<file path="src/pit_pkg.sv">
// Package with register map, field layout, codes and carriers
package pit_pkg;

   // Register offsets
   localparam logic [7:0] PIT_ADDR_MASK     = 8'h03;
   localparam logic [7:0] PIT_ADDR_TXSTATE  = 8'h04;
   localparam logic [7:0] PIT_ADDR_SETUP    = 8'h05;

   // Transmit state field positions
   localparam int PIT_TM_LSB    = 0;
   localparam int PIT_IC_LO_BIT = 3;
   localparam int PIT_IC_HI_BIT = 4;
   localparam int PIT_SE_BIT    = 5;
   localparam int PIT_PE_BIT    = 6;
   localparam int PIT_SPARE_BIT = 7;

   // Reset values
   localparam logic [7:0] PIT_MASK_RST    = 8'h00;
   localparam logic [7:0] PIT_TXSTATE_RST = 8'hA2;
   localparam logic [7:0] PIT_SETUP_RST   = 8'h00;

   // Line symbol pairs, two 5-bit symbols
   localparam logic [9:0] PIT_SYM_IDLE  = 10'h3FF;
   localparam logic [9:0] PIT_SYM_QUIET = 10'h000;
   localparam logic [9:0] PIT_SYM_HQ    = 10'h080;
   localparam logic [9:0] PIT_SYM_HALT  = 10'h084;

   // Transmit pattern select codes
   typedef enum logic [2:0] {
      PIT_PASS_THROUGH_MODE  = 3'h0,
      PIT_IDLE_FILL_MODE     = 3'h1,
      PIT_QUIET_DISABLE_MODE = 3'h2,
      PIT_RSVD3_MODE         = 3'h3,
      PIT_HALT_QUIET_MODE    = 3'h4,
      PIT_HALT_FILL_MODE     = 3'h5,
      PIT_QUIET_FILL_MODE    = 3'h6,
      PIT_RSVD7_MODE         = 3'h7
   } pit_tx_mode_t;

   // Injection control codes
   typedef enum logic [1:0] {
      PIT_INJ_NONE     = 2'h0,
      PIT_INJ_ONE_SHOT = 2'h1,
      PIT_INJ_PERIODIC = 2'h2,
      PIT_INJ_CONT     = 2'h3
   } pit_inj_mode_t;

   // Interrupt condition flags, bit order of the mask
   typedef struct packed {
      logic user_irq_flag;
      logic receive_group_b_flag;
      logic receive_group_a_flag;
      logic link_error_limit_flag;
      logic write_inhibit_flag;
      logic write_reject_flag;
      logic bus_parity_error_flag;
      logic request_parity_error_flag;
   } pit_flags_t;

   // Transmit state register layout
   typedef struct packed {
      logic         spare_bit7;
      logic         request_parity_enable;
      logic         smoother_on;
      logic         inject_select_hi;
      logic         inject_select_lo;
      pit_tx_mode_t transmit_pattern_select;
   } pit_txstate_t;

   // Management port request
   typedef struct packed {
      logic [7:0] addr;
      logic [7:0] wdata;
      logic       wr;
      logic       rd;
   } pit_bus_req_t;

endpackage

</file>
<file path="src/pit_tx_select.sv">
// Transmit symbol selector with injection over modes over smoother
`timescale 1ns/100ps
module pit_tx_select (
   input  wire logic                  clk_in,       // Symbol clock
   input  wire logic                  reset_n_in,   // Sync reset, low
   input  wire pit_pkg::pit_txstate_t state_in,     // Transmit state
   input  wire logic                  stop_in,      // Stop mode
   input  wire logic                  inject_in,    // Inject this pair
   input  wire logic [9:0]            inject_sym_in,// Injection pair
   input  wire logic [9:0]            request_in,   // Request data pair
   input  wire logic [9:0]            smooth_in,    // Smoother output
   output      logic [9:0]            txd_out,      // Line symbol pair
   output      logic                  tx_en_out     // Transmitter enable
);
   import pit_pkg::*;

   logic [9:0] sym_d;
   logic       en_d;

   // Priority: stop, then injection, then forced mode, then filter path
   always_comb begin
      en_d  = 1'b1;
      sym_d = PIT_SYM_QUIET;
      if (stop_in) begin
         en_d  = 1'b0;                     // RL10
         sym_d = PIT_SYM_QUIET;
      end else if (inject_in) begin
         sym_d = inject_sym_in;            // RL8
      end else begin
         case (state_in.transmit_pattern_select)
            PIT_PASS_THROUGH_MODE: begin
               // Smoother only shapes the stream when enabled
               sym_d = state_in.smoother_on ? smooth_in
                                            : request_in; // RL12 RL20
            end
            PIT_IDLE_FILL_MODE:     sym_d = PIT_SYM_IDLE;  // RL13
            PIT_QUIET_DISABLE_MODE: begin
               sym_d = PIT_SYM_QUIET;                      // RL14
               en_d  = 1'b0;
            end
            PIT_HALT_QUIET_MODE:    sym_d = PIT_SYM_HQ;    // RL15
            PIT_HALT_FILL_MODE:     sym_d = PIT_SYM_HALT;  // RL16
            PIT_QUIET_FILL_MODE:    sym_d = PIT_SYM_QUIET; // RL16
            default:                sym_d = PIT_SYM_QUIET; // RL17
         endcase
      end
   end

   // Registered line outputs, quiet and disabled out of reset
   always_ff @(posedge clk_in) begin
      if (!reset_n_in) begin
         txd_out   <= PIT_SYM_QUIET;
         tx_en_out <= 1'b0;
      end else begin
         txd_out   <= sym_d;
         tx_en_out <= en_d;
      end
   end

endmodule

</file>
<file path="src/pit_regs.sv">
// Interrupt mask and transmit state registers with trigger load
//
// What this block does
// [RL1] Interrupt output low when any flag and its mask bit are both one.
// [RL2] Reset clears the whole interrupt mask, masking every source.
// [RL3] Mask bits 0..3 gate parity, bus parity, reject, inhibit flags.
// [RL4] Mask bits 4..7 gate link error, group A, group B, user flags.
// [RL5] Mask at 03h always read/write; transmit state at 04h conditional.
// [RL6] Trigger loads transmit state with preprogrammed mode from setup.
// [RL7] Transmit state writes blocked during trigger copy; each sets the reject flag.
// [RL8] Output priority: injection, then forced modes, then smoother.
// [RL9] Reset loads mode 010, smoother on, bit 7 set, rest zero.
// [RL10] In stop mode transmit state has no effect on the transmitter.
// [RL11] Layout: parity enable 6, smoother 5, injection 4:3, mode 2:0.
// [RL12] Mode 000 passes request data through unchanged; here only with smoother off, else it sends the smoother output.
// [RL13] Mode 001 sends Idle pairs 11111 11111.
// [RL14] Mode 010 sends Quiet pairs and drops transmitter enable.
// [RL15] Mode 100 sends Halt Quiet pairs 00100 00000.
// [RL16] Mode 101 sends Halt pairs; mode 110 sends Quiet pairs.
// [RL17] Reserved modes 011 and 111 send Quiet pairs.
// [RL18] Injection 00 none, 01 one shot, 10 periodic, 11 continuous.
// [RL19] One shot done clears low injection bit as acknowledgement.
// [RL20] Smoother redistributes idles only while its enable is one.
// [RL21] Interrupt output recomputed every clock from flags and mask.
//
// Design decision made here: the address-and-strobe port.
`timescale 1ns/100ps
module pit_regs (
   input  wire logic                clk_in,          // Symbol clock
   input  wire logic                reset_n_in,      // Sync reset, low
   input  wire logic [7:0]          addr_in,         // Register address
   input  wire logic [7:0]          wdata_in,        // Write data
   input  wire logic                wr_in,           // Write strobe
   input  wire logic                rd_in,           // Read strobe
   output      logic [7:0]          rdata_out,       // Read data
   input  wire pit_pkg::pit_flags_t flags_in,        // Condition flags
   input  wire logic                trigger_in,      // Trigger event
   input  wire logic                stop_in,         // Stop mode
   input  wire logic                jk_in,           // JK pair seen
   input  wire logic [7:0]          inject_count_in, // Injection spacing
   input  wire logic [9:0]          inject_sym_in,   // Injection pair
   input  wire logic [9:0]          request_in,      // Request data pair
   input  wire logic [9:0]          smooth_in,       // Smoother output
   output      logic                write_reject_out,// Reject event pulse
   output      logic                irq_n_out,       // Interrupt, low
   output      pit_pkg::pit_txstate_t state_out,     // Transmit state
   output      logic [9:0]          txd_out,         // Line symbol pair
   output      logic                tx_en_out        // Transmitter enable
);
   import pit_pkg::*;

   pit_bus_req_t  req;
   logic [7:0]    mask_q;
   pit_txstate_t  txstate_q;
   logic [7:0]    setup_q;
   logic          copy_q;
   logic          wr_mask;
   logic          wr_tx;
   logic          wr_setup;
   logic          inject_now;
   logic [7:0]    gap_q;
   logic          armed_q;
   logic          oneshot_done;
   logic [1:0]    ic;

   // Decode one register address against the request
   function automatic logic hit(input pit_bus_req_t r,
                                input logic [7:0] a);
      hit = (r.addr == a);
   endfunction

   assign req      = '{addr: addr_in, wdata: wdata_in,
                       wr: wr_in, rd: rd_in};
   assign wr_mask  = req.wr && hit(req, PIT_ADDR_MASK);      // RL5
   assign wr_setup = req.wr && hit(req, PIT_ADDR_SETUP);
   // Writes lose against the copy so the trigger state is never torn
   assign wr_tx    = req.wr && hit(req, PIT_ADDR_TXSTATE)
                     && !copy_q;                             // RL7
   assign ic       = {txstate_q.inject_select_hi,
                      txstate_q.inject_select_lo};

   // Interrupt mask register
   always_ff @(posedge clk_in) begin
      if (!reset_n_in) begin
         mask_q <= PIT_MASK_RST;                             // RL2
      end else if (wr_mask) begin
         mask_q <= wdata_in;                                 // RL5
      end
   end

   // Trigger setup register holding the preprogrammed mode
   always_ff @(posedge clk_in) begin
      if (!reset_n_in) begin
         setup_q <= PIT_SETUP_RST;
      end else if (wr_setup) begin
         setup_q <= wdata_in;
      end
   end

   // Copy window: one cycle after the trigger the copy lands
   always_ff @(posedge clk_in) begin
      if (!reset_n_in) begin
         copy_q <= 1'b0;
      end else begin
         copy_q <= trigger_in;                               // RL6
      end
   end

   // Reject pulse for each transmit state write attempted during the copy
   always_ff @(posedge clk_in) begin
      if (!reset_n_in) begin
         write_reject_out <= 1'b0;
      end else begin
         write_reject_out <= req.wr && hit(req, PIT_ADDR_TXSTATE)
                             && copy_q;                      // RL7
      end
   end

   // Transmit state register; copy beats one-shot clear beats write
   always_ff @(posedge clk_in) begin
      if (!reset_n_in) begin
         txstate_q <= PIT_TXSTATE_RST;                       // RL9
      end else if (copy_q) begin
         txstate_q.transmit_pattern_select <=
            pit_tx_mode_t'(setup_q[2:0]);                    // RL6
      end else if (wr_tx) begin
         txstate_q <= pit_txstate_t'(wdata_in);              // RL11
         if (oneshot_done) begin
            txstate_q.inject_select_lo <= 1'b0;              // RL19
         end
      end else if (oneshot_done) begin
         txstate_q.inject_select_lo <= 1'b0;                 // RL19
      end
   end

   // Injection spacing counter restarted by each JK pair
   always_ff @(posedge clk_in) begin
      if (!reset_n_in) begin
         gap_q   <= 8'h00;
         armed_q <= 1'b0;
      end else if (jk_in) begin
         gap_q   <= 8'h00;
         armed_q <= (ic == PIT_INJ_ONE_SHOT);
      end else if (gap_q == inject_count_in) begin
         gap_q   <= 8'h00;
         armed_q <= 1'b0;
      end else begin
         gap_q   <= gap_q + 8'h01;
      end
   end

   // Injection decision per mode
   always_comb begin
      case (pit_inj_mode_t'(ic))
         PIT_INJ_NONE:     inject_now = 1'b0;                // RL18
         PIT_INJ_ONE_SHOT: inject_now =
            (inject_count_in == 8'h00) ? jk_in
                                       : (armed_q && !jk_in &&
                                          gap_q == inject_count_in);
         PIT_INJ_PERIODIC: inject_now =
            (inject_count_in == 8'h00) ||
            (gap_q == inject_count_in);
         PIT_INJ_CONT:     inject_now = 1'b1;                // RL18
         default:          inject_now = 1'b0;
      endcase
   end
   assign oneshot_done = (ic == PIT_INJ_ONE_SHOT) && inject_now
                         && !stop_in;

   // Interrupt output from current flags and mask each clock
   always_ff @(posedge clk_in) begin
      if (!reset_n_in) begin
         irq_n_out <= 1'b1;
      end else begin
         irq_n_out <= ~|(flags_in & mask_q);        // RL1 RL3 RL4 RL21
      end
   end

   // Read data valid the cycle after the strobe; unmapped read zero
   always_ff @(posedge clk_in) begin
      if (!reset_n_in) begin
         rdata_out <= 8'h00;
      end else if (req.rd) begin
         if (hit(req, PIT_ADDR_MASK)) begin
            rdata_out <= mask_q;
         end else if (hit(req, PIT_ADDR_TXSTATE)) begin
            rdata_out <= txstate_q;                          // RL5
         end else if (hit(req, PIT_ADDR_SETUP)) begin
            rdata_out <= setup_q;
         end else begin
            rdata_out <= 8'h00;
         end
      end else begin
         rdata_out <= 8'h00;
      end
   end

   assign state_out = txstate_q;

   // Transmit path selection
   pit_tx_select u_tx (
      .clk_in        (clk_in),
      .reset_n_in    (reset_n_in),
      .state_in      (txstate_q),
      .stop_in       (stop_in),
      .inject_in     (inject_now),
      .inject_sym_in (inject_sym_in),
      .request_in    (request_in),
      .smooth_in     (smooth_in),
      .txd_out       (txd_out),
      .tx_en_out     (tx_en_out)
   );

endmodule

</file>
<file path="config.mk">
export PLATFORM = sky130hd
export DESIGN_NAME = pit_regs
export DESIGN_NICKNAME = d
export VERILOG_FILES = /design/src/pit_pkg.sv /design/src/pit_tx_select.sv /design/src/pit_regs.sv
export SDC_FILE = /design/constraint.sdc
export NUM_CORES = 1
export LEC_CHECK = 0
export BUFFER_PORTS_ARGS = -buffer_cell sky130_fd_sc_hd__buf_2
export CELL_PAD_IN_SITES_DETAIL_PLACEMENT = 2
export CELL_PAD_IN_SITES_GLOBAL_PLACEMENT = 2
export CORE_ASPECT_RATIO = 1.75
export CORE_MARGIN = 2
export CORE_UTILIZATION = 30
export DETAILED_ROUTE_END_ITERATION = 16
export GPL_TIMING_DRIVEN = 0
export PLACE_DENSITY = 0.89
export SKIP_LAST_GASP = 1
export SYNTH_ARGS = -nofsm -noshare
export SYNTH_HDL_FRONTEND = slang
export SYNTH_HIERARCHICAL = 1
export SYNTH_SLANG_ARGS = --single-unit
</file>
<file path="constraint.sdc">
create_clock -name clk_in -period 4.7 [get_ports clk_in]
set_input_delay 0.235 -clock clk_in [delete_from_list [all_inputs] [get_ports clk_in]]
set_output_delay 0.235 -clock clk_in [all_outputs]
set_load 0.01 [all_outputs]
</file>
* Yosys cells after proc, flatten, opt, wreduce, memory -nomap -nowiden *
Cells that the tools add are included.

storage, ports and cells
  bits of input ports = 69
  register bits after elaboration = 55
  output and inout port bits = 29
  word-level logic and storage cells = 74

cells by class
  mux-type cells = 17
  equal/unequal tests = 11
  reduce and logical (&&, ||, !) cells = 26
  bitwise logic cells = 3
  add/sub/neg operators = 1

operators by type and width
  kind                                                             count
  10-bit case mux with 4 select lines                              1
  8-bit two-way mux                                                3
  10-bit two-way mux                                               2
  8-bit by 3-bit == test with 1-bit output, second input constant  2
  1-bit logical AND                                                9
  8-bit by 1-bit adder with 8-bit output, second input constant    1
  8-bit AND                                                        1
  8-bit by 2-bit == test with 1-bit output, second input constant  1
  8-bit == test                                                    1
  8-bit logical NOT                                                1
  1-bit two-way mux                                                8
  8-bit OR reduction                                               1
  3-bit == test, second input constant                             2
  3-bit two-way mux                                                2
  2-bit AND reduction                                              3
  2-bit nonzero test                                               3
  2-bit == test, second input constant                             2
  1-bit logical NOT                                                4
  1-bit case mux with 4 select lines                               1
  3-bit by 1-bit == test with 1-bit output, second input constant  1
  3-bit by 2-bit == test with 1-bit output, second input constant  1
  3-bit logical NOT                                                1
  3-bit OR reduction                                               1
  2-bit by 1-bit == test with 1-bit output, second input constant  1
  4 further kinds                                                  5

* Logic depth before layout (Yosys ltp) *
Gate-level depths: netlist of run 1.

  depth in word-level cells = 9
  gate-level depth with buffers = 9

* Cells and area by module *
Netlist of run 1, hierarchy kept.

modules (own cells, without submodules)
  module         cells each  instances  sequential area each (sq um)  area each (sq um)
  pit_regs       209         1          880.8                         2037.0
  pit_tx_select  54          1          220.2                         510.5

* Least setup slack after synthesis of run 1 *
OpenSTA, ideal clock, no wires.

  path kind = input-to-reg
  from = in inject_count_in[0]
  to = reg u_tx.txd_out[8]
  required time = 4.567 ns
  path slack = 2.806 ns
  cell stages on the path = 9
  setup time = 0.133 ns
  buffers on the path = 2
  data arrival time = 1.761 ns
  path through = nor4_1 nand2_1 a31oi_1 o21ai_0 buf_2 or2_2 buf_2 o22ai_1 nor2_1

on the way
  cells in the longest elaborated chain, start to end = 5
  elaborated cells between the ends (all ways) = 7

RTL lines
  what                                  line                              text
  start, declared                       pit_regs.sv:40                    input wire logic [7:0] inject_count_in,
  8-bit == test                         pit_regs.sv:159, pit_regs.sv:162
  1-bit logical AND                     pit_regs.sv:158                   : (armed_q && !jk_in &&
  1-bit two-way mux                     pit_regs.sv:157                   (inject_count_in == 8'h00) ? jk_in
  1-bit case mux with 4 select lines *  pit_regs.sv:154                   case (pit_inj_mode_t'(ic))
  named net inject_now                  pit_regs.sv:60                    logic inject_now;
  10-bit two-way mux *                  pit_tx_select.sv:27               end else if (inject_in) begin
  end signal, assigned                  pit_tx_select.sv:55               txd_out <= sym_d;
  end, declared                         pit_tx_select.sv:12               output logic [9:0] txd_out,

The timed path passes the listed nets; every way through them passes the cells marked *.
A chain may end at the register's enable or synchronous reset.

* Worst setup path in the final report of run 1 *
  from = reg gap_q[2]
  to = reg u_tx.txd_out[1]

on the way
  cells in the longest elaborated chain, start to end = 5
  elaborated cells between the ends (all ways) = 6

RTL lines
  what                                  line                              text
  start, declared                       pit_regs.sv:61                    logic [7:0] gap_q;
  start signal, assigned                pit_regs.sv:148                   gap_q <= gap_q + 8'h01;
  8-bit == test *                       pit_regs.sv:159, pit_regs.sv:162
  1-bit logical AND                     pit_regs.sv:158
  1-bit two-way mux                     pit_regs.sv:157
  1-bit case mux with 4 select lines *  pit_regs.sv:154
  named net inject_now                  pit_regs.sv:60
  10-bit two-way mux *                  pit_tx_select.sv:27

Marked as above.

==> flow_metrics.tcl, run 1 <==
set metrics [dict create \
    drc 0 \
    syn_avg_cell_area_um2 9.69 \
    synth_edf_count 0 \
    fillCellCount 955 \
    grt_pass1_vias 2758 \
    clkSinkCount 55 \
    power_density_mw_per_mm2 291 \
    antenna_left 0 \
    syn_nets 333 \
    cts-htree-levels 2 \
    rows 44 \
    outcome "finished clean" \
    ioPinCount 98 \
    yosysSeqAreaShare_pct 43.2 \
    synthFlopType "dfxtp_1" \
    ir_worst_vdd_mv 0.158 \
    synth-simple-area-share_pct 22.6 \
    grt_pass1_wl_um 13700 \
    netlist.area_leader.share_pct 43.2 \
    cp-start-kind "flip-flop" \
    max_freq_mhz 464 \
    synth_compound_area_share_pct 12.7 \
    yosys.area.top_type "dfxtp_1" \
    area_growth_pct 29.7 \
    start_util_pct 30.8 \
    synthArstFlopShare_pct 0 \
    critPathMaxFanout 9 \
    port_buffers 97 \
    fin_skew_ps 9.53 \
    synth_cell_type_count 43 \
    stdcell_area_mm2 0.00330 \
    cts_resized 0 \
    drt_iter0_drc 35 \
    whs_path_depth 2 \
    post-cts-setup-buffers 0 \
    die_y_um 126 \
    wl_per_cell_um 18.6 \
    die_w_um 73.7 \
    timing.rr.end "u_tx/txd_out[1]" \
    cts_hold_buf 0 \
    syn_area_mm2 0.00255 \
    clkLatencyLatePin_ps 300 \
    critPathCaptureType "flip-flop" \
    synthXorXnorAreaFrac_pct 4.81 \
    cts_buffer_depth 2 \
    min_to "copy_q" \
    hold_start "trigger_in" \
    clk_pin_slew_ps 70 \
    setup_viol 0 \
    crit_arrival_ps 2390 \
    post_dp_cell_area_mm2 0.00315 \
    cp.required_ps 4930 \
    post-route-period-util_pct 45.9 \
    p_leak_nw 1.58 \
    grt_overflow 0 \
    synth_commonest_cells "55 x dfxtp_1, 29 x nor2_1, 25 x mux2i_1" \
    gp_congestion 0.770 \
    yosysMostFrequentCell "dfxtp_1" \
    die_area_mm2 0.00927 \
    antenna_found_initial 0 \
    yosys-top-cells-area "dfxtp_1 43%, mux2i_1 9.8%, nor2b_1 5.4%" \
    num_antenna_cells 0 \
    place_hpwl_um 6920 \
    synth_fa_ha_area_share_pct 0.491 \
    rsz0062_at_grt "false" \
    synth_warnings 6 \
    hold_viol 0 \
    cap_viol_max_count 0 \
    r2r_start "gap_q[2]" \
    period_minus_slack_ps 2160 \
    num_vias 2438 \
    nets 437 \
    drive_gt1_share_pct 35.1 \
    reg2reg_depth 9 \
    core_mm2 0.00826 \
    clock-root-buffer "clkbuf_16" \
    worstMarginPinSlew_ps 745 \
    grt_start_max_net_pins 18 \
    cts_tree "yes" \
    critical_path_class "reg2reg" \
    wl_um 8570 \
    synth_top_family_by_area "simple AND/OR/NAND/NOR gates" \
    r2r_slack_ps 2540 \
    hold_path_class "in2reg" \
    grt_util_all_layers_pct 19.4 \
    finalMaxSlewViolations 0 \
    syn-instance-count 263 \
    tns_ps 0 \
    timing.hold.ws_ps 154 \
    slew_headroom_pct 49.9 \
    cts_buffers 5 \
    ys_ff_latch 55 \
    drtPass1Iterations 4 \
    viasPerCell 5.30 \
    synthMuxAreaShare_pct 13.4 \
]
## how the worst max path moves through the flow
stage	from	endpoint	slack [ps]	cells after the start
floorplan	inject_count_in[0]	u_tx/txd_out[8]	2810	9
CTS	gap_q[2]	u_tx/txd_out[1]	2500	9
detailed placement	inject_count_in[4]	u_tx/txd_out[1]	2280	10
finish	gap_q[2]	u_tx/txd_out[1]	2540	9
global placement	inject_count_in[4]	u_tx/txd_out[0]	2400	10
global route	inject_count_in[0]	u_tx/txd_out[0]	2310	10
## power by group
part           switching, mW  internal [mW]  total, mW
combinational         0.0486         0.0463     0.0949
sequential           0.00582          0.471      0.477
clock                  0.176          0.213      0.389
## cell type report
type | count | area (um^2) | share of cell area [%]
buffer | 11 | 63.8 | 1.93
clock buffer | 6 | 139 | 4.20
clock inverter | 2 | 16.3 | 0.492
inverter | 2 | 7.51 | 0.227
multi-input combinational | 195 | 1380 | 41.6
sequential | 55 | 1100 | 33.3
tap | 92 | 115 | 3.48
timing repair buffer | 97 | 485 | 14.7
## through the flow
stage               power, mW  std cells  util, %  setup slack [ps]
global placement        0.579        452     38.1              2400
floorplan               0.529        263        -              2810
CTS                     0.979        460     40.0              2500
global route             1.00        460     40.0              2310
detailed placement      0.584        452     38.1              2280
finish                  0.961        460     40.0              2540
## placed cells by master, fill, tap and decap left out, types with 2 or more instances in the layout
| cell | instances |
|---|---|
| a21o_1 | 8 |
| a21oi_1 | 6 |
| a22oi_1 | 12 |
| and3_1 | 6 |
| buf_2 | 103 |
| buf_6 | 2 |
| clkbuf_1 | 3 |
| clkbuf_16 | 5 |
| dfxtp_1 | 55 |
| inv_1 | 2 |
| mux2_2 | 8 |
| mux2i_1 | 25 |
| nand2_1 | 5 |
| nand3_1 | 5 |
| nand4_1 | 6 |
| nand4_2 | 2 |
| nor2_1 | 29 |
| nor2b_1 | 22 |
| nor3_1 | 10 |
| nor3b_1 | 2 |
| nor4_1 | 2 |
| nor4b_1 | 2 |
| o21ai_0 | 4 |
| o22ai_1 | 8 |
| or2_2 | 2 |
| xnor2_1 | 9 |
| xor2_1 | 5 |
## state kept, by name, indices dropped and copies added (netlist names)
signal,flops
gap_q,8
u_tx/txd_out,10
u_tx/tx_en_out,1
state_out,8
setup_q,8
irq_n_out,1
mask_q,8
rdata_out,8
armed_q,1
write_reject_out,1
copy_q,1
## logic make-up after synthesis
family,Yosys count
flip-flops,55
AND/OR/NAND/NOR,100
AO/OA/AOI/OAI,47
adder cells (fa/ha/maj),1
XOR/XNOR,14
buffers and inverters,13
multiplexers,33
## worst max-delay path: stages (launching register included)
cell and delay (ps):
dfxtp_1 440, xnor2_1 150, nand4_1 200, or2_2 370, o21ai_0 200, buf_2 220
or2_2 130, buf_2 180, o22ai_1 110, nor2_1 90
## routing by layer
layer	vias up	routed length [um]	GRT usage [%]	share of wire, %
li1	1159	-	-	-
met1	1173	2950	18.7	34
met2	87	4950	37.9	58
met3	19	389	3.28	4.5
met4	0	282	8.02	3.3
met5	-	0	0	0
No activity file was read; power rests on OpenSTA's default activity.
==> run 2, diff against run 1 <==
CORE_UTILIZATION = 25   (was 30)
PLACE_DENSITY = 0.8   (was 0.89)
clock period = 1.9 ns   (was 4.7 ns; I/O delays follow)
==> run 2 against run 1 <==
The run now ends with setup timing left. Flip-flop and latch count is the same. Sequential power grew 150%. Combinational power grew to 2.8 times the previous value. Final area grew 7.5%. Critical endpoint is now u_tx/txd_out[9].
==> flow_metrics.tcl, run 2 (synthesis gave the netlist of run 1 again) <==
set metrics [dict create \
    cts_buffers 5 \
    violations "setup timing" \
    start_util_pct 25.7 \
    timing.hold.ws_ps 17.2 \
    clkLatencyLatePin_ps 290 \
    crit_path_end "u_tx/txd_out[9]" \
    cp-start-kind "flip-flop" \
    worstPathCellList "xnor2_1 -> nand4_1 -> or2_4 -> o21ai_2 -> buf_6 -> clkinvlp_4 -> o22ai_2 -> nor2_1" \
    drive_gt1_share_pct 42.5 \
    layout_common_cells "101 x buf_2, 47 x dfxtp_1, 29 x nor2_1" \
    core_mm2 0.00991 \
    setup_viol 2 \
    nets 443 \
    power_density_mw_per_mm2 685 \
    crit_arrival_ps 2070 \
    critPathMaxFanout 8 \
    num_antenna_cells 0 \
    die_y_um 138 \
    die_w_um 80.3 \
    drtPass1Iterations 4 \
    max_freq_mhz 523 \
    multi_input_area_mm2 0.00150 \
    clock-root-buffer "clkbuf_16" \
    rows 48 \
    clkSinkCount 55 \
    r2r_slack_ps -10 \
    layout_setup_ws_ps -11.2 \
    antenna_left 0 \
    post-route-period-util_pct 101 \
    area_growth_pct 39.3 \
    grt_pass1_vias 2717 \
    crit_slowest_cell "dfxtp_1" \
    post_dp_cell_area_mm2 0.00319 \
    largest_reg_flops 10 \
    period_minus_slack_ps 1910 \
    die_area_mm2 0.0110 \
    cts_tree "yes" \
    ioPinCount 98 \
    num_vias 2450 \
    antenna_found_initial 0 \
    wl_per_cell_um 18.2 \
    finalMaxSlewViolations 0 \
    outcome "finished with violations" \
    r2r_start "gap_q[6]" \
    slew_headroom_pct 59.7 \
    gp_congestion 0.742 \
    p_leak_nw 1.66 \
    path_depth 8 \
    reg2reg_depth 8 \
    place_hpwl_um 6870 \
    regArea_mm2 0.00112 \
    power_mw 2.43 \
    critPathTopFamily "simple AND/OR/NAND/NOR gates" \
    hold_path_class "in2reg" \
    timing.rr.end "u_tx/txd_out[9]" \
    cts_buffer_depth 2 \
    startpoint "gap_q[6]" \
    grt_pass1_wl_um 13600 \
    critical_path_class "reg2reg" \
    drt_iter0_drc 45 \
    grt_overflow 0 \
    cp.buffers_inverters 2 \
    hold_viol 0 \
    clk_pin_slew_ps 70 \
    worstMarginPinSlew_ps 603 \
    final_common_cell "buf_2" \
    tns_ps -14.1 \
    fillCellCount 1125 \
    max_flop_register "u_tx/txd_out" \
    cp.required_ps 2060 \
    cts-htree-levels 2 \
    viasPerCell 4.91 \
    port_buffers 97 \
    max_stage_delay_ps 390 \
    wl_um 9100 \
    grt_start_max_net_pins 17 \
    drc 0 \
    grt_util_all_layers_pct 16.2 \
    ir_worst_vdd_mv 0.420 \
    critPathCaptureType "flip-flop" \
    stdcell_area_mm2 0.00355 \
    fin_skew_ps 7.99 \
    rsz0062_at_grt "true" \
    cap_viol_max_count 0 \
    pre_cts_ws_ps -479 \
]
-- run 2: worst min-delay path by stage --
stage | start | to | cells past startpoint
detailed placement | trigger_in | copy_q | 2
global route | trigger_in | copy_q | 2
finish | trigger_in | copy_q | 2
global placement | trigger_in | copy_q | 2
CTS | trigger_in | copy_q | 2
floorplan | trigger_in | copy_q | 1
-- run 2: metrics by stage --
| step | cells | utilization (%) |
|---|---|---|
| 5_1_grt | 499 | 35.8 |
| 6_report | 499 | 35.8 |
| 2_1_floorplan | 263 | - |
| 3_3_place_gp | 485 | 32.2 |
| 3_5_place_dp | 485 | 32.2 |
| 4_1_cts | 496 | 34.7 |
-- run 2: area by class of cell --
type                            count  area share, %
Multi-Input combinational cell    195           42.3
Sequential cell                    55           31.4
Timing Repair Buffer              104           15.2
Tap cell                          125           4.41
Clock buffer                        7           4.30
Buffer                             10           1.83
Inverter                            2          0.317
Clock inverter                      1          0.211
-- run 2: power by group --
group / switching (mW) / leakage, nW / internal (mW)
sequential: 0.0160 / 0.449 / 1.16
clock: 0.422 / 0.0761 / 0.562
combinational: 0.138 / 1.14 / 0.131
-- run 2: what timing repair did --
| action | 4_1_cts | 5_1_grt |
|---|---|---|
| pin swaps | 6 | 8 |
| setup buffers | 4 | 3 |
| gates resized for setup | 16 | 17 |
| hold buffers | 0 | 0 |
| endpoints found under the setup margin | 11 | 11 |
-- run 2: layer usage --
layer | track usage (%) | share of wire, %
met5 | 0 | 0
met4 | 3.95 | 1.0
met1 | 16.0 | 35
met2 | 33.3 | 59
met3 | 2.82 | 4.5
-- run 2: worst register-to-register path: stages (launching register included) --
cell        delay [ps]
dfxtp_1            390
xnor2_1            150
nand4_1            170
or2_4              280
o21ai_2            140
buf_6              150
clkinvlp_4         210
o22ai_2            230
nor2_1              50
